$ cat config.mk
export PLATFORM = sky130hd
export DESIGN_NAME = cfm_pcm_clock_fault_monitor
export DESIGN_NICKNAME = d
export VERILOG_FILES = /design/src/cfm_pcm_clock_fault_monitor.v
export VERILOG_INCLUDE_DIRS = /design/src
export SDC_FILE = /design/constraint.sdc
export NUM_CORES = 1
export LEC_CHECK = 0
export BUFFER_PORTS_ARGS = -buffer_cell sky130_fd_sc_hd__buf_2
export CORE_MARGIN = 2
export CORE_UTILIZATION = 54
export CTS_CLUSTER_DIAMETER = 30
export DETAILED_ROUTE_END_ITERATION = 8
export HOLD_SLACK_MARGIN = 0.08
export PLACE_DENSITY = 0.87
export REMOVE_ABC_BUFFERS = 1
export SLEW_MARGIN = 5
export SYNTH_ARGS = -nofsm -noshare
export SYNTH_HDL_FRONTEND = slang
export SYNTH_SLANG_ARGS = --single-unit
export TNS_END_PERCENT = 100
$ cat constraint.sdc
create_clock -name i_ref_clk -period 2 [get_ports i_ref_clk]
set_input_delay 0.4 -clock i_ref_clk [delete_from_list [all_inputs] [get_ports i_ref_clk]]
set_output_delay 0.4 -clock i_ref_clk [all_outputs]
set_load 0.01 [all_outputs]
$ cat src/cfm_defines.vh
// constants for the pcm clock fault monitor
`ifndef CFM_DEFINES_VH
`define CFM_DEFINES_VH

// ==========================================================
// register offsets
`define CFM_ADDR_FAULT_MASK    8'h02
`define CFM_ADDR_FAULT_STATUS  8'h03

// ==========================================================
// field positions
`define CFM_BIT_LOCK_FAULT     7
`define CFM_BIT_FRAME_FAULT    6
`define CFM_BIT_BITCLK_FAULT   5
`define CFM_BIT_SRAM_DONE      4
`define CFM_BIT_PLL_LOCKED     3
`define CFM_BIT_RATIO_OK       2
`define CFM_BIT_FRAME_VALID    1
`define CFM_BIT_BITCLK_VALID   0
`define CFM_FAULT_LSB          5

// ==========================================================
// reset values
`define CFM_MASK_RESET         3'h0
`define CFM_FLAG_RESET         3'h0

// ==========================================================
// timing
`define CFM_REF_CLK_MHZ        20
`define CFM_BITCLK_MIN_KHZ     128
`define CFM_BITCLK_MAX_CYC     ((`CFM_REF_CLK_MHZ * 1000) / `CFM_BITCLK_MIN_KHZ)
`define CFM_FS_TIMEOUT_NS      250000
`define CFM_FS_TIMEOUT_CYC     ((`CFM_FS_TIMEOUT_NS * `CFM_REF_CLK_MHZ) / 1000)
`define CFM_RATIO_MIN          16'h0010
`define CFM_LOCK_FRAMES        2'h2
`define CFM_SRAM_CLEAR_CYC     64

`endif

$ cat src/cfm_pcm_clock_fault_monitor.v
// pcm clock fault monitor: clock checks, sticky faults, mask and status registers
`timescale 1ns/1ps
`include "cfm_defines.vh"


module cfm_pcm_clock_fault_monitor #(
	parameter integer FS_TIMEOUT_CYC = `CFM_FS_TIMEOUT_CYC
) (
	input  wire       i_ref_clk,
	input  wire       i_rst,
	input  wire       i_bit_clk,
	input  wire       i_frame_sync,
	input  wire [7:0] i_reg_addr,
	input  wire       i_reg_wr,
	input  wire       i_reg_rd,
	input  wire [7:0] i_reg_wdata,
	output reg  [7:0] o_reg_rdata,
	output reg        o_reg_rvalid,
	output reg        o_irq
);

	localparam integer BCLK_MAX_I = `CFM_BITCLK_MAX_CYC;
	localparam integer SRAM_CYC_I = `CFM_SRAM_CLEAR_CYC;

	// sram clear states
	localparam [1:0] ST_IDLE  = 2'h0;
	localparam [1:0] ST_CLEAR = 2'h1;
	localparam [1:0] ST_DONE  = 2'h2;

	function is_addr;
		input [7:0] addr;
		input [7:0] target;
		begin
			is_addr = (addr == target);
		end
	endfunction

	// ==========================================================
	// pin synchronisers
	// a change is taken only when stages two and three agree, which
	// rejects a single sampled glitch on the pins
	reg  [2:0] bclk_sync;
	reg  [2:0] fs_sync;
	reg        bclk_filt;
	reg        fs_filt;
	wire       bclk_rise;
	wire       fs_rise;

	always @(posedge i_ref_clk) begin
		if (i_rst) begin
			bclk_sync <= 3'h0;
			fs_sync   <= 3'h0;
			bclk_filt <= 1'b0;
			fs_filt   <= 1'b0;
		end else begin
			bclk_sync <= {bclk_sync[1:0], i_bit_clk};
			fs_sync   <= {fs_sync[1:0], i_frame_sync};
			if (bclk_sync[1] == bclk_sync[2]) begin
				bclk_filt <= bclk_sync[2];
			end
			if (fs_sync[1] == fs_sync[2]) begin
				fs_filt <= fs_sync[2];
			end
		end
	end

	assign bclk_rise = (bclk_sync[1] == bclk_sync[2]) & bclk_sync[2] & ~bclk_filt;
	assign fs_rise   = (fs_sync[1] == fs_sync[2]) & fs_sync[2] & ~fs_filt;

	// ==========================================================
	// bit clock rate check
	reg  [7:0] bclk_gap;
	reg        bitclk_valid;

	always @(posedge i_ref_clk) begin
		if (i_rst) begin
			bclk_gap     <= 8'h00;
			bitclk_valid <= 1'b0;
		end else if (bclk_rise) begin
			bclk_gap     <= 8'h00;
			bitclk_valid <= (bclk_gap < BCLK_MAX_I[7:0]);
		end else if (bclk_gap >= BCLK_MAX_I[7:0]) begin
			// no edge within one period of the slowest legal rate
			bitclk_valid <= 1'b0;
		end else begin
			bclk_gap <= bclk_gap + 8'h01;
		end
	end

	// ==========================================================
	// frame sync presence, ratio and lock
	reg  [15:0] fs_gap;
	reg         frame_sync_valid;
	reg  [15:0] edge_cnt;
	reg  [15:0] last_cnt;
	reg         frame_ratio_ok;
	reg  [1:0]  lock_cnt;
	reg         pll_locked;
	wire        good_frame;

	assign good_frame = (edge_cnt >= `CFM_RATIO_MIN) & (edge_cnt == last_cnt) & frame_sync_valid;

	always @(posedge i_ref_clk) begin
		if (i_rst) begin
			fs_gap           <= 16'h0000;
			frame_sync_valid <= 1'b0;
		end else if (fs_rise) begin
			fs_gap           <= 16'h0000;
			frame_sync_valid <= (fs_gap < FS_TIMEOUT_CYC[15:0]);
		end else if (fs_gap >= FS_TIMEOUT_CYC[15:0]) begin
			frame_sync_valid <= 1'b0;
		end else begin
			fs_gap <= fs_gap + 16'h0001;
		end
	end

	// the ratio counts bit clock edges per frame; it is good only while
	// two frames in a row agree, so a drifting clock is caught at once
	always @(posedge i_ref_clk) begin
		if (i_rst) begin
			edge_cnt       <= 16'h0000;
			last_cnt       <= 16'h0000;
			frame_ratio_ok <= 1'b0;
			lock_cnt       <= 2'h0;
			pll_locked     <= 1'b0;
		end else if (!frame_sync_valid && !fs_rise) begin
			edge_cnt       <= 16'h0000;
			last_cnt       <= 16'h0000;
			frame_ratio_ok <= 1'b0;
			lock_cnt       <= 2'h0;
			pll_locked     <= 1'b0;
		end else if (fs_rise) begin
			edge_cnt       <= {15'h0000, bclk_rise};
			last_cnt       <= edge_cnt;
			frame_ratio_ok <= good_frame;
			if (!good_frame) begin
				lock_cnt   <= 2'h0;
				pll_locked <= 1'b0;
			end else if (lock_cnt == `CFM_LOCK_FRAMES) begin
				pll_locked <= 1'b1;
			end else begin
				lock_cnt <= lock_cnt + 2'h1;
			end
		end else if (bclk_rise && edge_cnt != 16'hFFFF) begin
			edge_cnt <= edge_cnt + 16'h0001;
		end
	end

	// ==========================================================
	// sram clear after reset
	reg  [1:0] sram_state;
	reg  [6:0] sram_cnt;
	reg        sram_clear_done;

	always @(posedge i_ref_clk) begin
		if (i_rst) begin
			sram_state      <= ST_IDLE;
			sram_cnt        <= 7'h00;
			sram_clear_done <= 1'b0;
		end else begin
			case (sram_state)
				ST_IDLE: begin
					sram_state <= ST_CLEAR;
				end
				ST_CLEAR: begin
					if (sram_cnt == SRAM_CYC_I[6:0] - 7'h01) begin
						sram_state      <= ST_DONE;
						sram_clear_done <= 1'b1;
					end else begin
						sram_cnt <= sram_cnt + 7'h01;
					end
				end
				ST_DONE: begin
					sram_clear_done <= 1'b1;
				end
				default: begin
					sram_state      <= ST_IDLE;
					sram_clear_done <= 1'b0;
				end
			endcase
		end
	end

	// ==========================================================
	// sticky fault flags, index 0 bit clock, 1 frame, 2 lock
	reg  [2:0] watch_prev;
	reg  [2:0] fault_flag;
	reg  [2:0] fault_mask;
	wire [2:0] watch_now;
	wire [2:0] fault_set;
	wire       status_wr;
	wire       mask_wr;

	assign watch_now = {pll_locked, frame_sync_valid & frame_ratio_ok, bitclk_valid};
	assign status_wr = i_reg_wr & is_addr(i_reg_addr, `CFM_ADDR_FAULT_STATUS);
	assign mask_wr   = i_reg_wr & is_addr(i_reg_addr, `CFM_ADDR_FAULT_MASK);

	always @(posedge i_ref_clk) begin
		if (i_rst) begin
			watch_prev <= 3'h0;
		end else begin
			watch_prev <= watch_now;
		end
	end

	genvar g;
	generate
		for (g = 0; g < 3; g = g + 1) begin : gen_fault
			// falling indication; for the frame fault either input falling counts
			assign fault_set[g] = watch_prev[g] & ~watch_now[g];

			// a fault arriving in the clearing cycle wins over the clear
			always @(posedge i_ref_clk) begin
				if (i_rst) begin
					fault_flag[g] <= 1'b0;
				end else if (fault_set[g]) begin
					fault_flag[g] <= 1'b1;
				end else if (status_wr && i_reg_wdata[`CFM_FAULT_LSB + g]) begin
					fault_flag[g] <= 1'b0;
				end
			end
		end
	endgenerate

	always @(posedge i_ref_clk) begin
		if (i_rst) begin
			fault_mask <= `CFM_MASK_RESET;
		end else if (mask_wr) begin
			fault_mask <= i_reg_wdata[`CFM_BIT_LOCK_FAULT:`CFM_FAULT_LSB];
		end
	end

	// ==========================================================
	// interrupt request, one cycle behind the flags
	// taken from a flip-flop so the pin never glitches while a flag and its mask change
	wire [2:0] irq_pending;

	assign irq_pending = fault_flag & ~fault_mask;

	always @(posedge i_ref_clk) begin
		if (i_rst) begin
			o_irq <= 1'b0;
		end else begin
			o_irq <= |irq_pending;
		end
	end

	// ==========================================================
	// register words, each bit placed by its field position so that a
	// moved field only needs the defines changed
	wire [7:0] mask_word;
	wire [7:0] status_word;

	assign mask_word[`CFM_BIT_LOCK_FAULT:`CFM_FAULT_LSB] = fault_mask;
	assign mask_word[`CFM_FAULT_LSB - 1:0]              = 5'h00;
	assign status_word[`CFM_BIT_LOCK_FAULT]   = fault_flag[2];
	assign status_word[`CFM_BIT_FRAME_FAULT]  = fault_flag[1];
	assign status_word[`CFM_BIT_BITCLK_FAULT] = fault_flag[0];
	assign status_word[`CFM_BIT_SRAM_DONE]    = sram_clear_done;
	assign status_word[`CFM_BIT_PLL_LOCKED]   = pll_locked;
	assign status_word[`CFM_BIT_RATIO_OK]     = frame_ratio_ok;
	assign status_word[`CFM_BIT_FRAME_VALID]  = frame_sync_valid;
	assign status_word[`CFM_BIT_BITCLK_VALID] = bitclk_valid;

	// ==========================================================
	// register read port, data one cycle after the strobe
	reg  [7:0] next_rdata;

	always @* begin
		next_rdata = 8'h00;
		if (is_addr(i_reg_addr, `CFM_ADDR_FAULT_MASK)) begin
			next_rdata = mask_word;
		end else if (is_addr(i_reg_addr, `CFM_ADDR_FAULT_STATUS)) begin
			next_rdata = status_word;
		end
	end

	always @(posedge i_ref_clk) begin
		if (i_rst) begin
			o_reg_rdata  <= 8'h00;
			o_reg_rvalid <= 1'b0;
		end else begin
			o_reg_rvalid <= i_reg_rd;
			if (i_reg_rd) begin
				o_reg_rdata <= next_rdata;
			end
		end
	end

endmodule

==> impl.org <==
** Place
- Buffers placed on the I/O ports in this run total 26.
- Routability cong. :: 0.835
- OpenSTA, run right after detailed placement, puts the worst setup slack at 0.0200 ns.
- Detailed placement finished with a half-perimeter wire length of 6440 um.

** Power and ir drop
- Summed over all cells, the static leakage comes to 1.94 nW.
- Sequential group share of total power :: 0.585
- Of the total power, the share spent switching nets is 0.260.
- IR analysis of the VDD net gives a maximum drop of 0.698 mV.
- Share of power burned in combinational logic :: 0.083
- Switching power :: 0.922 mW
- Power spread over the standard cell area amounts to 718 nW/um2.
- The internal power of the cells totals 2.62 mW.
- The share of total power dissipated in the clock network is 0.332.

** CTS
- In this run the clock root is driven by a sky130_fd_sc_hd__clkbuf_8.
- The later pin in the worst-skew pair is clocked with a latency of 0.36 ns.
- Counting the buffers created by CTS gives 9.
- The clock passes through at most 2 buffers.
- After clock tree synthesis, the clock-pin slew on the worst setup and hold paths is 0.10 ns.
- Cts-stage hold buffer count :: 0
- The clock drives 99 sinks.
- TritonCTS built the clock tree.
- Maximum level of the CTS H-tree :: 3

** Critical path
- Worst endpoint required time :: 2.24 ns
- Sum of buffers and inverters on the critical path :: 1
- Arrival time at the worst endpoint :: 2.24 ns
- Among cell families on the critical path, the largest total delay comes from compound AO/OA/AOI/OAI gates.
- The startpoint identified for the worst register-to-register timing path is fs_gap[3].
- Critical-path cell list :: or4_4 -> a211o_4 -> a211oi_4 -> buf_4 -> xnor2_1 -> nor2_1
- Among all stages on the critical path, the largest delay is contributed by sky130_fd_sc_hd__or4_4.
- Maximum fanout along the worst path :: 4
- The worst setup path is launched from a flop.
- Crit-path max cell delay :: 0.53 ns
- The setup path with the least slack is of type reg -> reg.
- Sort of element at the end of the critical path :: flop
- Source of the critical timing path :: fs_gap[3]

** STA
- Once routing completed, OpenROAD measured the worst setup slack at -0.00171 ns.
- Final-report setup violation count :: 1
- Dividing the final minimum period by the clock period gives 1.00.
- Measured against its own limit, the worst slew margin works out to 0.648.
- Worst slack on hold paths :: 0.241 ns
- The clock arrives with 0.0114 ns of skew.
- Transition at the pin with the smallest max-transition slack :: 0.527 ns
- Number of endpoints with negative hold slack in the final report :: 0
- The routed design could run at a clock period as short as 2.00 ns.
- The number of max-slew violations in the final report is 0.
- Based on the critical path, the design can be clocked at up to 500 MHz.
- Setup repair after global routing could not meet its margin everywhere.

** Drt
- Via density :: 5.54
- Before antenna repair, the detailed router went through 4 iterations.
- Via count :: 3,609
- Routed wire length :: 8970 um
- After the first detailed-routing iteration, the DRC count stood at 233.
- Dividing the detail-routed wire length by the instance count gives 13.8 um.
- DRC violation count after routing :: 0
- Number of nets still failing antenna checks after routing :: 0

** Floorplanning
- In this run the count of I/O pins placed on the die edge is 32.
- The floorplan has 32 rows.
- From left edge to right edge, the die measures 94.4 um.
- The die covers 8900 um2.
- Floorplan Core Area :: 7810 um2
- Effective utilization at floorplan :: 0.565
- From bottom edge to top edge, the die measures 94.4 um.

** Hold path
- Hold wc startpoint :: i_frame_sync
- The path class of the tightest hold or removal check is in -> reg.

** Global routing
- Global routing finished with a remaining overflow of 0.
- The initial antenna violation count came to 0.
- The first global-routing pass estimated 15,300 um of wire.
- Vias in the first global route :: 3,491
- Entering global routing, the biggest net connects 37 pins.
- Across every metal layer, demand over resource in global routing totals 0.213.

** Yosys
- Yosys synthesis warning count :: 0
- In the synthesized netlist the dominant register cell turns out to be sky130_fd_sc_hd__dfxtp_1.
- The commonest cells after synthesis are sky130_fd_sc_hd__dfxtp_1 (99), sky130_fd_sc_hd__nor2_1 (61), sky130_fd_sc_hd__nand2_1 (54), sky130_fd_sc_hd__a21oi_1 (42), sky130_fd_sc_hd__clkbuf_1 (30).
- Library cell with the highest instance count after synthesis :: sky130_fd_sc_hd__dfxtp_1
- Netlist cell types :: 47
- Synthesis handed over a netlist of 512 instances.
- Top cells by area in the synthesized netlist :: sky130_fd_sc_hd__dfxtp_1 (45%), sky130_fd_sc_hd__nor2_1 (5.2%), sky130_fd_sc_hd__xnor2_1 (5.0%)
- Cell area after synthesis :: 4410 um2
- Sequential cell area fraction in the yosys report :: 0.449
- For this run, asynchronously set or reset flops after synthesis account for 0.
- A synthesized cell averages 8.61 um2.
- Of the post-synthesis cell area, the dominant cell type holds 0.449.
- #FFs+latches synth :: 99
- Cell type with the largest total area after synthesis :: sky130_fd_sc_hd__dfxtp_1
- EDFF count, synth :: 0

** Finish
- Count of nets after finishing :: 580
- Area growth, synth to finish :: 12.0%
- The number of antenna diodes in the final layout is 0.
- Of the cells placed in the final design, the portion with a size suffix greater than 1 is 0.155.

** Run status
- The flow ran to the end, but the final reports show violations.
- Violations in the final reports :: setup timing

** Run
- Number of max-cap violations :: 0
what timing repair did:
item,CTS,global route
endpoints found under the setup margin,2,5
cloned,0,0
setup buffers,0,1
resized for setup,1,2
pin swaps,1,4
power groups by stage:
stage          sequential [mW]  clock [mW]  combinational, mW
3_5_place_dp              2.12           0              0.291
4_1_cts                   2.07        1.21              0.295
5_1_grt                   2.08        1.30              0.340
6_report                  2.07        1.18              0.295
2_1_floorplan             2.11           0              0.202
3_3_place_gp              2.11           0              0.265
worst paths after layout:
check             slack, ns            end  cells after the start
setup reg to reg     -0.002      fs_gap[7]                      6
setup / recovery     -0.002      fs_gap[7]                      6
hold reg to reg        0.46  fault_flag[2]                      1
hold / removal         0.24     fs_sync[0]                      2
per-stage QoR:
step / std cells / TNS [ns] / cell area (um2) / util / power, mW
floorplan: 480 / -9.50 / 4290 / - / 2.31
global placement: 634 / 0 / 4740 / 0.607 / 2.38
detailed placement: 634 / 0 / 4740 / 0.607 / 2.41
CTS: 650 / 0 / 4930 / 0.631 / 3.58
global route: 651 / -0.232 / 4940 / 0.632 / 3.72
finish: 651 / -0.00171 / 4940 / 0.632 / 3.54
placed cells by master, fill, tap and decap left out, types with 16 or more instances in the layout:
cell and instances:
sky130_fd_sc_hd__a21oi_1 42, sky130_fd_sc_hd__buf_2 26, sky130_fd_sc_hd__buf_4 27, sky130_fd_sc_hd__dfxtp_1 97, sky130_fd_sc_hd__inv_1 21, sky130_fd_sc_hd__nand2_1 54
sky130_fd_sc_hd__nand3_1 16, sky130_fd_sc_hd__nand4_1 17, sky130_fd_sc_hd__nor2_1 61, sky130_fd_sc_hd__nor2b_1 17, sky130_fd_sc_hd__xnor2_1 25, sky130_fd_sc_hd__xor2_1 17
cell type report:
class,instances,area [um2]
tap,102,128
fill,623,2870
timing repair buffer,53,333
inverter,21,78.8
clock inverter,7,56.3
sequential,99,1980
clock buffer,9,124
multi-input combinational,360,2230
cells by family (layout without fill, tap and decap cells):
group                    after synthesis  in the layout  share of synthesized area
AND/OR/NAND/NOR                      211            211                      0.232
flip-flops                            99             99                      0.449
AO/OA/AOI/OAI                         82             82                      0.124
buffers and inverters                 53             90                     0.0451
XOR/XNOR                              42             42                     0.0834
adder cells (fa/ha/maj)               14             14                     0.0397
multiplexers                          11             11                     0.0261
routing by layer:
layer  part of all wire  vias to the layer above  track usage
li1                   -                     1808            -
met1               0.43                     1725        0.252
met2               0.52                       58        0.374
met3              0.029                       18       0.0527
met4              0.015                        0       0.0785
met5                  0                        -            0
state kept, by name, summed over array words and instances, names as in the netlist, 7 cells and up:
register / flops
last_cnt: 16
edge_cnt: 16
sram_cnt: 7
fs_gap: 16
o_reg_rdata: 8
bclk_gap: 8
Power figures use the tool's default switching activity.
